File: config.mk
export PLATFORM = sky130hd
export DESIGN_NAME = scbpc_top
export DESIGN_NICKNAME = d
export VERILOG_FILES = /design/src/inc/scbpc_pkg.sv /design/src/rtl/scbpc_edge.sv /design/src/rtl/scbpc_lane.sv /design/src/rtl/scbpc_top.sv
export VERILOG_INCLUDE_DIRS = /design/src /design/src/inc
export SDC_FILE = /design/constraint.sdc
export NUM_CORES = 1
export LEC_CHECK = 0
export BUFFER_PORTS_ARGS = -buffer_cell sky130_fd_sc_hd__buf_2
export CORE_ASPECT_RATIO = 1.5
export CORE_UTILIZATION = 52
export CTS_BUF_LIST = sky130_fd_sc_hd__clkbuf_4
export DETAILED_ROUTE_END_ITERATION = 7
export PLACE_DENSITY = 0.95
export SKIP_LAST_GASP = 1
export SLEW_MARGIN = 30
export SYNTH_ARGS = -nofsm -noshare
export SYNTH_HDL_FRONTEND = slang
export SYNTH_SLANG_ARGS = --single-unit
File: constraint.sdc
create_clock -name pclk -period 3.1 [get_ports pclk]
set_input_delay 0.465 -clock pclk [delete_from_list [all_inputs] [get_ports pclk]]
set_output_delay 0.465 -clock pclk [all_outputs]
set_load 0.05 [all_outputs]
File: src/inc/scbpc_cfg.svh
// register offsets, field positions and sizes for the switched-cap type b control block
`ifndef SCBPC_CFG_SVH
`define SCBPC_CFG_SVH
`define SCBPC_OFS_BLK11 12'h084
`define SCBPC_OFS_BLK13 12'h08C
`define SCBPC_OFS_BLK20 12'h090
`define SCBPC_OFS_BLK22 12'h098
`define SCBPC_OFS_GLOBAL 12'h0A0
`define SCBPC_OFS_STATUS 12'h0A4
`define SCBPC_BANK_BIT 8
`define SCBPC_BIT_FB_SIZE 7
`define SCBPC_BIT_SWAP 6
`define SCBPC_BIT_SIGN 5
`define SCBPC_CAP_MSB 4
`define SCBPC_BIT_SAMPLE_HOLD_DISABLE 6
`define SCBPC_CTRL_RESET 8'h00
`define SCBPC_FB_UNITS_SMALL 6'h10
`define SCBPC_FB_UNITS_LARGE 6'h20
`define SCBPC_NUM_BLOCKS 4
`endif

File: src/inc/scbpc_pkg.sv
// types shared by the switched-cap type b control block
package scbpc_pkg;
    typedef logic [7:0] scbpc_ctrl_t;
    typedef enum logic [1:0]
    {
        SCBPC_PH_ONE = 2'b01,
        SCBPC_PH_TWO = 2'b10
    } scbpc_phase_e;
endpackage

File: src/rtl/scbpc_edge.sv
// rising and falling edge detector for one sampled phase clock
`timescale 1ns/100ps
module scbpc_edge
(
    input wire logic pclk,
    input wire logic presetn,
    input wire logic ce,
    input wire logic level,
    output logic rise,
    output logic fall
);
    logic prev;

    always_ff @(posedge pclk or negedge presetn)
    begin
        if (!presetn)
            prev <= 1'b0;
        else if (ce)
            prev <= level;
    end

    assign rise = ce & level & ~prev;
    assign fall = ce & ~level & prev;
endmodule

File: src/rtl/scbpc_lane.sv
// per-block phase mapping, output bus gating and comparator latch
`include "scbpc_cfg.svh"
`timescale 1ns/100ps
module scbpc_lane
(
    input wire logic pclk,
    input wire logic presetn,
    input wire logic ce,
    input wire logic [7:0] ctrl,
    input wire logic sample_hold_disable,
    input wire logic ext_phase_one,
    input wire logic ext_phase_two,
    input wire logic ext_phase_two_late,
    input wire logic comp_in,
    output logic int_phase_one,
    output logic int_phase_two,
    output logic sample_input,
    output logic sample_reference,
    output logic out_bus_connect,
    output logic column_comparator_bus
);
    logic swap;
    logic one_rise, one_fall, two_rise, two_fall;
    logic captured;

    assign swap = ctrl[`SCBPC_BIT_SWAP];
    // internal phases follow external ones, swapped on request
    assign int_phase_one = swap ? ext_phase_two : ext_phase_one;
    assign int_phase_two = swap ? ext_phase_one : ext_phase_two;
    // input sampled on phase one unless the sign bit moves it
    assign sample_input = ctrl[`SCBPC_BIT_SIGN] ? int_phase_two : int_phase_one;
    assign sample_reference = ctrl[`SCBPC_BIT_SIGN] ? int_phase_one : int_phase_two;
    // drive the output bus in the late half of phase two only, or all of it
    assign out_bus_connect = (swap | sample_hold_disable) ? int_phase_two
                           : (int_phase_two & ext_phase_two_late);

    scbpc_edge u_one
    (
        .pclk(pclk),
        .presetn(presetn),
        .ce(ce),
        .level(ext_phase_one),
        .rise(one_rise),
        .fall(one_fall)
    );

    scbpc_edge u_two
    (
        .pclk(pclk),
        .presetn(presetn),
        .ce(ce),
        .level(ext_phase_two),
        .rise(two_rise),
        .fall(two_fall)
    );

    // capture on a falling phase, present on the rising other phase
    always_ff @(posedge pclk or negedge presetn)
    begin
        if (!presetn)
            captured <= 1'b0;
        else if (ce && (swap ? one_fall : two_fall))
            captured <= comp_in;
    end

    always_ff @(posedge pclk or negedge presetn)
    begin
        if (!presetn)
            column_comparator_bus <= 1'b0;
        else if (ce && (swap ? two_rise : one_rise))
            column_comparator_bus <= captured;
    end
endmodule

File: src/rtl/scbpc_top.sv
// apb control registers for four switched-cap type b blocks and their phase logic
//
// Contract
// - The feedback size bit selects 16 capacitor units when clear and 32 when set.
// - With swap clear internal phase one is external phase one, with swap set it is phase two.
// - Normally the output bus is driven only during the second half of phase two.
// - With swap set the output bus is driven for the whole of phase two.
// - The global sample-hold disable drives every enabled output for all of phase two.
// - The comparator is captured on one falling phase and shown on the other rising phase.
// - Swap clear captures on falling phase two and shows on rising phase one, set reverses it.
// - Sign clear samples input on phase one and reference on phase two, set swaps them.
// - The five-bit input cap field selects 0 to 31 unit capacitors in binary.
// - Feedback size is bit 7, swap bit 6, sign bit 5 and input cap size bits 4 to 0.
// - Four block registers sit at distinct addresses, identical in both banks.
// - The latched comparator value drives the column comparator bus.
`include "scbpc_cfg.svh"
`timescale 1ns/100ps
module scbpc_top
(
    input wire logic pclk,
    input wire logic presetn,
    input wire logic ce,
    input wire logic psel,
    input wire logic penable,
    input wire logic pwrite,
    input wire logic [11:0] paddr,
    input wire logic [31:0] pwdata,
    input wire logic [3:0] pstrb,
    output logic [31:0] prdata,
    output logic pready,
    output logic pslverr,
    input wire logic ext_phase_one,
    input wire logic ext_phase_two,
    input wire logic ext_phase_two_late,
    input wire logic [3:0] comp_in,
    output logic [3:0] int_phase_one,
    output logic [3:0] int_phase_two,
    output logic [3:0] sample_input,
    output logic [3:0] sample_reference,
    output logic [3:0] out_bus_connect,
    output logic [3:0] column_comparator_bus,
    output logic [23:0] input_cap_size,
    output logic [23:0] feedback_units
);
    // ----------------------------------------------------------------
    // register decode
    // ----------------------------------------------------------------
    scbpc_pkg::scbpc_ctrl_t ctrl [4];
    logic sample_hold_disable;
    logic [11:0] word_addr;
    logic [3:0] hit;
    logic hit_global, hit_status, mapped, wr;

    // bank bit ignored so each register looks the same in both banks
    assign word_addr = paddr & ~(12'h001 << `SCBPC_BANK_BIT);
    assign hit[0] = word_addr == `SCBPC_OFS_BLK11;
    assign hit[1] = word_addr == `SCBPC_OFS_BLK13;
    assign hit[2] = word_addr == `SCBPC_OFS_BLK20;
    assign hit[3] = word_addr == `SCBPC_OFS_BLK22;
    assign hit_global = word_addr == `SCBPC_OFS_GLOBAL;
    assign hit_status = word_addr == `SCBPC_OFS_STATUS;
    assign mapped = (|hit) | hit_global | hit_status;
    assign wr = ce & psel & penable & pwrite & mapped & pstrb[0];
    assign pready = 1'b1;
    assign pslverr = psel & penable & ~mapped;

    // ----------------------------------------------------------------
    // control registers
    // ----------------------------------------------------------------
    genvar gi;
    generate
        for (gi = 0; gi < `SCBPC_NUM_BLOCKS; gi++)
        begin : g_blk
            always_ff @(posedge pclk or negedge presetn)
            begin
                if (!presetn)
                    ctrl[gi] <= `SCBPC_CTRL_RESET;
                else if (wr && hit[gi])
                    ctrl[gi] <= pwdata[7:0];
            end

            // binary count of input capacitor units
            assign input_cap_size[gi*6 +: 6] = {1'b0, ctrl[gi][`SCBPC_CAP_MSB:0]};
            assign feedback_units[gi*6 +: 6] = ctrl[gi][`SCBPC_BIT_FB_SIZE]
                ? `SCBPC_FB_UNITS_LARGE : `SCBPC_FB_UNITS_SMALL;

            scbpc_lane u_lane
            (
                .pclk(pclk),
                .presetn(presetn),
                .ce(ce),
                .ctrl(ctrl[gi]),
                .sample_hold_disable(sample_hold_disable),
                .ext_phase_one(ext_phase_one),
                .ext_phase_two(ext_phase_two),
                .ext_phase_two_late(ext_phase_two_late),
                .comp_in(comp_in[gi]),
                .int_phase_one(int_phase_one[gi]),
                .int_phase_two(int_phase_two[gi]),
                .sample_input(sample_input[gi]),
                .sample_reference(sample_reference[gi]),
                .out_bus_connect(out_bus_connect[gi]),
                .column_comparator_bus(column_comparator_bus[gi])
            );
        end
    endgenerate

    always_ff @(posedge pclk or negedge presetn)
    begin
        if (!presetn)
            sample_hold_disable <= 1'b0;
        else if (wr && hit_global)
            sample_hold_disable <= pwdata[`SCBPC_BIT_SAMPLE_HOLD_DISABLE];
    end

    // ----------------------------------------------------------------
    // read data
    // ----------------------------------------------------------------
    always_ff @(posedge pclk or negedge presetn)
    begin
        if (!presetn)
            prdata <= 32'h0000_0000;
        else if (ce && psel && !penable && !pwrite)
        begin
            prdata <= 32'h0000_0000;
            for (int i = 0; i < `SCBPC_NUM_BLOCKS; i++)
                if (hit[i])
                    prdata <= {24'h00_0000, ctrl[i]};
            if (hit_global)
                prdata <= {25'h000_0000, sample_hold_disable, 6'h00};
            if (hit_status)
                prdata <= {28'h000_0000, column_comparator_bus};
        end
    end
endmodule

==> flow_metrics.py, run 1 <==
metrics = {
    "clock_network": {
        "cts_tree": "yes",
        "clockBufferDepth": 2,
        "clock-root-buffer": "clkbuf_4",
        "clock-sinks": 51,
        "cts_resized": 0,
        "cts_inserted_buffers": 5,
        "clkSlewWorstSetupHoldPaths_ns": 0.15,
        "cts_max_level": 2,
        "ctsHoldBuffers": 0,
        "cts_setup_buffers": 0,
        "clock_latency_ns": 0.37,
    },
    "placement": {
        "place.gp.congestion": 0.8684,
        "hpwl_um": 5897,
        "portBuffers": 93,
        "dpl_cell_area_sq_um": 3482,
    },
    "timing": {
        "min_period_ns": 2.339,
        "slew_headroom_pct": 57.61,
        "fmax_mhz": 427.4,
        "worst_pin_slew_ns": 0.6358,
        "fin_setup_tns_ns": 0,
        "hold_viol": 0,
        "fin_crit_sh_pct": 75.47,
        "final_max_slew_viol_count": 0,
        "setup_viol": 0,
        "rsz0062_at_grt": "false",
        "fin_skew_ns": 0.01453,
    },
    "synthesis": {
        "ys_seq_area_share_pct": 36.77,
        "synth_edf_count": 0,
        "synth_warnings": 0,
        "yosys_register_bits": 51,
        "avgSynthCellArea_sq_um": 9.888,
        "synthDistinctLibCells": 40,
        "synthesis.area_sq_um": 3471,
        "synthFlopType": "dfrtp_1",
        "synthArstFlopShare_pct": 100.0,
        "syn_inst": 351,
    },
    "critical_path": {
        "reg2reg_setup_slack_ns": 1.74,
        "crit_required_ns": 3.36,
        "startpoint_type": "input pin",
        "reg2reg_to": "g_blk[3].u_lane.column_comparator_bus",
        "worst-path-max-fanout": 15,
        "crit-reg2reg-launch": "g_blk[2].u_lane.u_two.prev",
        "rr_worst_depth": 3,
        "cp.arrival_ns": 2.60,
        "critPathKind": "input pin to flop",
        "cp-end-kind": "flop",
    },
    "power_and_ir_drop": {
        "cell_internal_pwr_mw": 0.9633,
        "p_sw_share_pct": 38.10,
        "pwr-share-seq_pct": 47.4,
        "pwr-share-comb_pct": 28.5,
        "irDropWorstVdd_mv": 0.1735,
        "p_leak_nw": 1.868,
        "power_frac_clock_pct": 24.1,
        "power_density_nw_per_um2": 437.0,
        "switchingPower_mw": 0.5929,
    },
    "global_routing": {
        "grt_remaining_overflow": 0,
        "antenna_found_initial": 0,
        "track_usage_pct": 22.92,
        "grt_first_pass_wirelength_um": 11680,
        "grt_max_degree": 52,
        "grt_pass1_vias": 2449,
    },
    "routing": {
        "vias_per_cell": 5.538,
        "totalWireLength_um": 7595,
        "antenna_left": 0,
        "avgRoutedWirePerCell_um": 16.16,
        "drcViolationCount": 0,
        "first_pass_iters": 4,
        "routed-via-count": 2603,
        "drtIter0Drc": 151,
    },
    "worst_hold_path": {
        "hold_class": "input pin to async pin",
    },
    "die": {
        "start_util_pct": 53.51,
        "dieHeight_um": 102.1,
        "dieWidth_um": 68.71,
        "core_sq_um": 6486,
        "ios": 167,
        "die-area_sq_um": 7012,
        "row_count": 36,
    },
    "outcome": {
        "status": "finished, final reports clean",
    },
    "cells_and_area": {
        "final_cell_mix": "buf_2, dfrtp_1, conb_1",
        "final_common_cell": "buf_2",
        "finalInstanceArea_sq_um": 3561,
        "syn_to_final_growth_pct": 2.596,
        "final_layout_size_suffix_gt1_share_pct": 39.69,
        "finalNetCount": 453,
    },
    "run": {
        "cap_violations": 0,
    },
}
[logic make-up (layout without fill, tap and decap cells)]
kind of cell           Yosys count  count (layout)  share of synthesized area, %
multiplexers                    61              61                         20.15
buffers and inverters          117             116                         22.82
AO/OA/AOI/OAI                   43              43                         8.616
other                            2              46                        0.2164
flip-flops                      51              51                         36.77
AND/OR/NAND/NOR                 77              77                         11.43
[worst max-delay path by stage]
stage | start | endpoint | slack, ns | cells past startpoint
global route | ctrl[30] | sample_reference[0] | 0.68 | 4
detailed placement | paddr[3] | input_cap_size[22] | 0.38 | 5
global placement | paddr[3] | input_cap_size[22] | 0.42 | 5
floorplan | paddr[11] | ctrl[29] | 0.78 | 6
finish | paddr[3] | input_cap_size[19] | 0.76 | 5
CTS | paddr[3] | input_cap_size[19] | 0.77 | 5
[registers in the layout (all words and copies together) (netlist names)]
signal / count
ctrl: 12
g_blk.u_lane.captured: 4
g_blk.u_lane.column_comparator_bus: 4
g_blk.u_lane.u_one.prev: 1
g_blk.u_lane.u_two.prev: 1
input_cap_size: 20
prdata: 8
sample_hold_disable: 1
[stage by stage]
| step | instances | util, % | total power [mW] | hold WS, ns | worst slack (ns) |
|---|---|---|---|---|---|
| finish | 470 | 54.90 | 1.556 | 0.08620 | 0.7605 |
| global route | 469 | 54.86 | 1.621 | 0.1271 | 0.6750 |
| CTS | 469 | 54.86 | 1.556 | 0.1113 | 0.7740 |
| detailed placement | 461 | 53.68 | 1.194 | 0.4659 | 0.3776 |
| global placement | 461 | 53.65 | 1.178 | 0.4640 | 0.4168 |
| floorplan | 394 | - | 1.169 | 0.1694 | 0.7841 |
[critical path, stage by stage]
cell and delay [ns]:
buf_2 0.28, or4b_1 0.53, or2_1 0.34, or3_1 0.60, mux2_4 0.38
[layer usage]
metal	share of wire (%)	GRT usage, %	up-vias
li1	-	-	1176
met3	7.1	4.576	42
met5	0	0	-
met4	5.2	15.23	0
met1	36	26.19	1217
met2	51	37.78	168
[cell usage after synthesis, types with 3 or more instances]
cell       number  share of area, %
a21oi_1         9               1.3
a221oi_1        7               1.8
a31oi_1         3              0.54
buf_2           3              0.43
buf_4          93                20
clkbuf_1       10               1.1
dfrtp_1        51                37
inv_1           9              0.97
mux2_2         39                13
mux2_4          8               3.5
mux2i_1        14               4.0
nand2_1         6              0.65
nand2b_1        3              0.54
nand3_1         6              0.87
nand3b_1        4              0.87
nor2_1         28               3.0
nor3_1         14               2.0
o21ai_0         6              0.87
o22ai_1         3              0.54
o2bb2ai_1       5               1.3
[final cells by class]
type | count | area, sq um
antenna | 1 | 2.502
clock buffer | 5 | 37.54
clock inverter | 3 | 38.79
fill | 567 | 2925
inverter | 9 | 33.78
multi-input combinational | 226 | 1564
sequential | 51 | 1276
tap | 76 | 95.09
timing repair buffer | 99 | 513.0
[power groups by stage]
| stage | Clock [mW] | Combinational [mW] | Sequential (mW) |
|---|---|---|---|
| 3_3_place_gp | 0 | 0.431 | 0.746 |
| 5_1_grt | 0.401 | 0.477 | 0.743 |
| 2_1_floorplan | 0 | 0.403 | 0.766 |
| 6_report | 0.375 | 0.443 | 0.737 |
| 3_5_place_dp | 0 | 0.444 | 0.751 |
| 4_1_cts | 0.374 | 0.444 | 0.738 |
Power figures use the tool's default switching activity.
==> run 2, diff against run 1 <==
Settings changed: CORE_UTILIZATION 52 to 44, PLACE_DENSITY 0.95 to 0.91.
Clock period 3.1 ns to 2 ns, I/O delays scaled along.
==> run 2 against run 1 <==
Setup slack got worse by 0.76 ns. Clock skew increased by 0.0023 ns. Total power increased by 57%. Non-clock buffer count increased by 27. Die area increased by 18%. Hold slack improved by 0.056 ns. Largest cell class unchanged.
==> flow_metrics.py, run 2 (synthesis results as in run 1) <==
metrics = {
    "outcome": {
        "status": "finished, final reports clean",
    },
    "clock_network": {
        "clockBufferDepth": 2,
        "cts_tree": "yes",
        "clock-root-buffer": "clkbuf_4",
        "clock_latency_ns": 0.38,
        "cts_max_level": 2,
        "clock-sinks": 51,
        "clkSlewWorstSetupHoldPaths_ns": 0.15,
        "cts_inserted_buffers": 5,
    },
    "critical_path": {
        "worstPathCellList": "mux2_2, mux2_2, buf_2",
        "cpMostUsedCell": "mux2_2",
        "startpoint_type": "flop",
        "cp_slowest_stage_delay_ns": 0.44,
        "crit_required_ns": 1.70,
        "critPathKind": "flop to primary output",
        "crit-reg2reg-launch": "ctrl[30]",
        "cp.arrival_ns": 1.70,
        "worst-path-max-fanout": 3,
        "reg2reg_setup_slack_ns": 0.62,
        "reg2reg_to": "g_blk[0].u_lane.captured",
        "cp_slowest_cell": "dfrtp_1",
        "rr_worst_depth": 4,
        "cp-end-kind": "primary output",
    },
    "cells_and_area": {
        "insertedDiodeCount": 0,
        "postLayoutCoreUtil_pct": 50.90,
        "final_common_cell": "buf_2",
        "finalNetCount": 480,
        "fillers": 697,
        "final_layout_size_suffix_gt1_share_pct": 45.24,
        "syn_to_final_growth_pct": 11.64,
        "largest_reg_flops": 20,
        "final_cell_mix": "buf_2, dfrtp_1, conb_1",
    },
    "timing": {
        "rsz0062_at_grt": "true",
        "fin_skew_ns": 0.01681,
        "fin_crit_sh_pct": 99.90,
        "hold_viol": 0,
        "fmax_mhz": 500.5,
        "hold_ws_ns": 0.1424,
        "worst_pin_slew_ns": 0.6303,
        "final_max_slew_viol_count": 0,
        "slew_headroom_pct": 57.98,
        "min_period_ns": 1.998,
        "setup_viol": 0,
    },
    "die": {
        "dieWidth_um": 74.52,
        "row_count": 39,
        "start_util_pct": 45.60,
        "die-area_sq_um": 8254,
        "core_sq_um": 7612,
        "dieHeight_um": 110.8,
        "ios": 167,
    },
    "global_routing": {
        "grt_first_pass_wirelength_um": 12730,
        "track_usage_pct": 20.44,
        "grt_max_degree": 28,
        "grt_pass1_vias": 2626,
        "antenna_found_initial": 0,
        "grt_remaining_overflow": 0,
    },
    "worst_hold_path": {
        "hold_end": "g_blk[2].u_lane.captured",
        "min_path_cells": 2,
        "hold_class": "input pin to flop",
        "worstHoldStart": "comp_in[2]",
    },
    "routing": {
        "met3WireLength_um": 583,
        "antenna_left": 0,
        "drcViolationCount": 0,
        "highest-signal-layer": "met4",
        "avgRoutedWirePerCell_um": 15.58,
        "vias_per_cell": 5.125,
        "totalWireLength_um": 8134,
        "dr_wl_met2_um": 4134,
        "drtIter0Drc": 134,
        "first_pass_iters": 4,
        "wirelength_met1_um": 3063,
        "routed-via-count": 2675,
    },
    "run": {
        "cap_violations": 0,
    },
    "power_and_ir_drop": {
        "irDropWorstVdd_mv": 0.3266,
        "p_leak_nw": 2.029,
        "power_density_nw_per_um2": 628.6,
    },
    "placement": {
        "hpwl_um": 6467,
        "portBuffers": 93,
        "place.gp.congestion": 0.9430,
    },
}
run 2: cell types whose count changed in the layout (fill, tap and decap cells not counted), moves of 2 or more:
cell	delta
buf_4	+26
mux2i_2	+4
buf_2	-2
mux2_4	+7
buf_6	+2
mux2i_1	-4
mux2_2	-7
run 2: where the power goes:
part	internal [mW]	switching [mW]	total, mW
Combinational	0.167	0.550	0.717
Clock	0.258	0.326	0.584
Sequential	1.09	0.0468	1.14
run 2: how the worst max path moves through the flow:
stage / cells after the start / slack (ns) / startpoint / endpoint
global route: 3 / -0.04 / ctrl[22] / sample_reference[1]
floorplan: 6 / -0.05 / paddr[5] / ctrl[5]
global placement: 6 / -0.21 / paddr[5] / input_cap_size[22]
detailed placement: 6 / -0.19 / paddr[5] / input_cap_size[21]
finish: 3 / 0.002 / ctrl[22] / sample_reference[1]
CTS: 3 / 0.02 / ctrl[30] / sample_reference[0]
run 2: final cells by class:
cell class / instances / area [sq um] / area share, %
inverter: 9 / 33.78 / 0.8718
sequential: 51 / 1277 / 32.97
clock buffer: 5 / 37.54 / 0.9687
tap: 102 / 127.6 / 3.293
multi-input combinational: 226 / 1629 / 42.04
timing repair buffer: 126 / 730.7 / 18.86
clock inverter: 3 / 38.79 / 1.001
run 2: repair_timing:
action,CTS,global route
setup endpoints to repair,1,4
hold buffers,1,0
buffers inserted,1,1
endpoints found under the hold margin,25,0
gates resized for setup,0,14
run 2: metrics by stage:
stage | power, mW | TNS [ns] | area, sq um | instances | setup WS [ns]
after floorplan | 1.815 | -0.6109 | 3694 | 394 | -0.05271
after global placement | 1.844 | -2.322 | 3739 | 511 | -0.2057
after detailed placement | 1.862 | -2.437 | 3739 | 511 | -0.1870
after CTS | 2.437 | 0 | 3832 | 521 | 0.01927
after global routing | 2.528 | -0.05089 | 3875 | 522 | -0.03733
final | 2.436 | 0 | 3875 | 522 | 0.002020
run 2: layer usage:
layer | vias up | track usage [%]
li1 | 1231 | -
met1 | 1271 | 22.61
met2 | 150 | 34.95
met3 | 23 | 4.091
met4 | 0 | 11.70
met5 | - | 0
run 2: worst max-delay path: cells and delay by family, from the launching register on:
| family | cells | cell delay, ns |
|---|---|---|
| DFF | 1 | 0.44 |
| muxes | 2 | 0.66 |
| buffers and inverters | 1 | 0.21 |
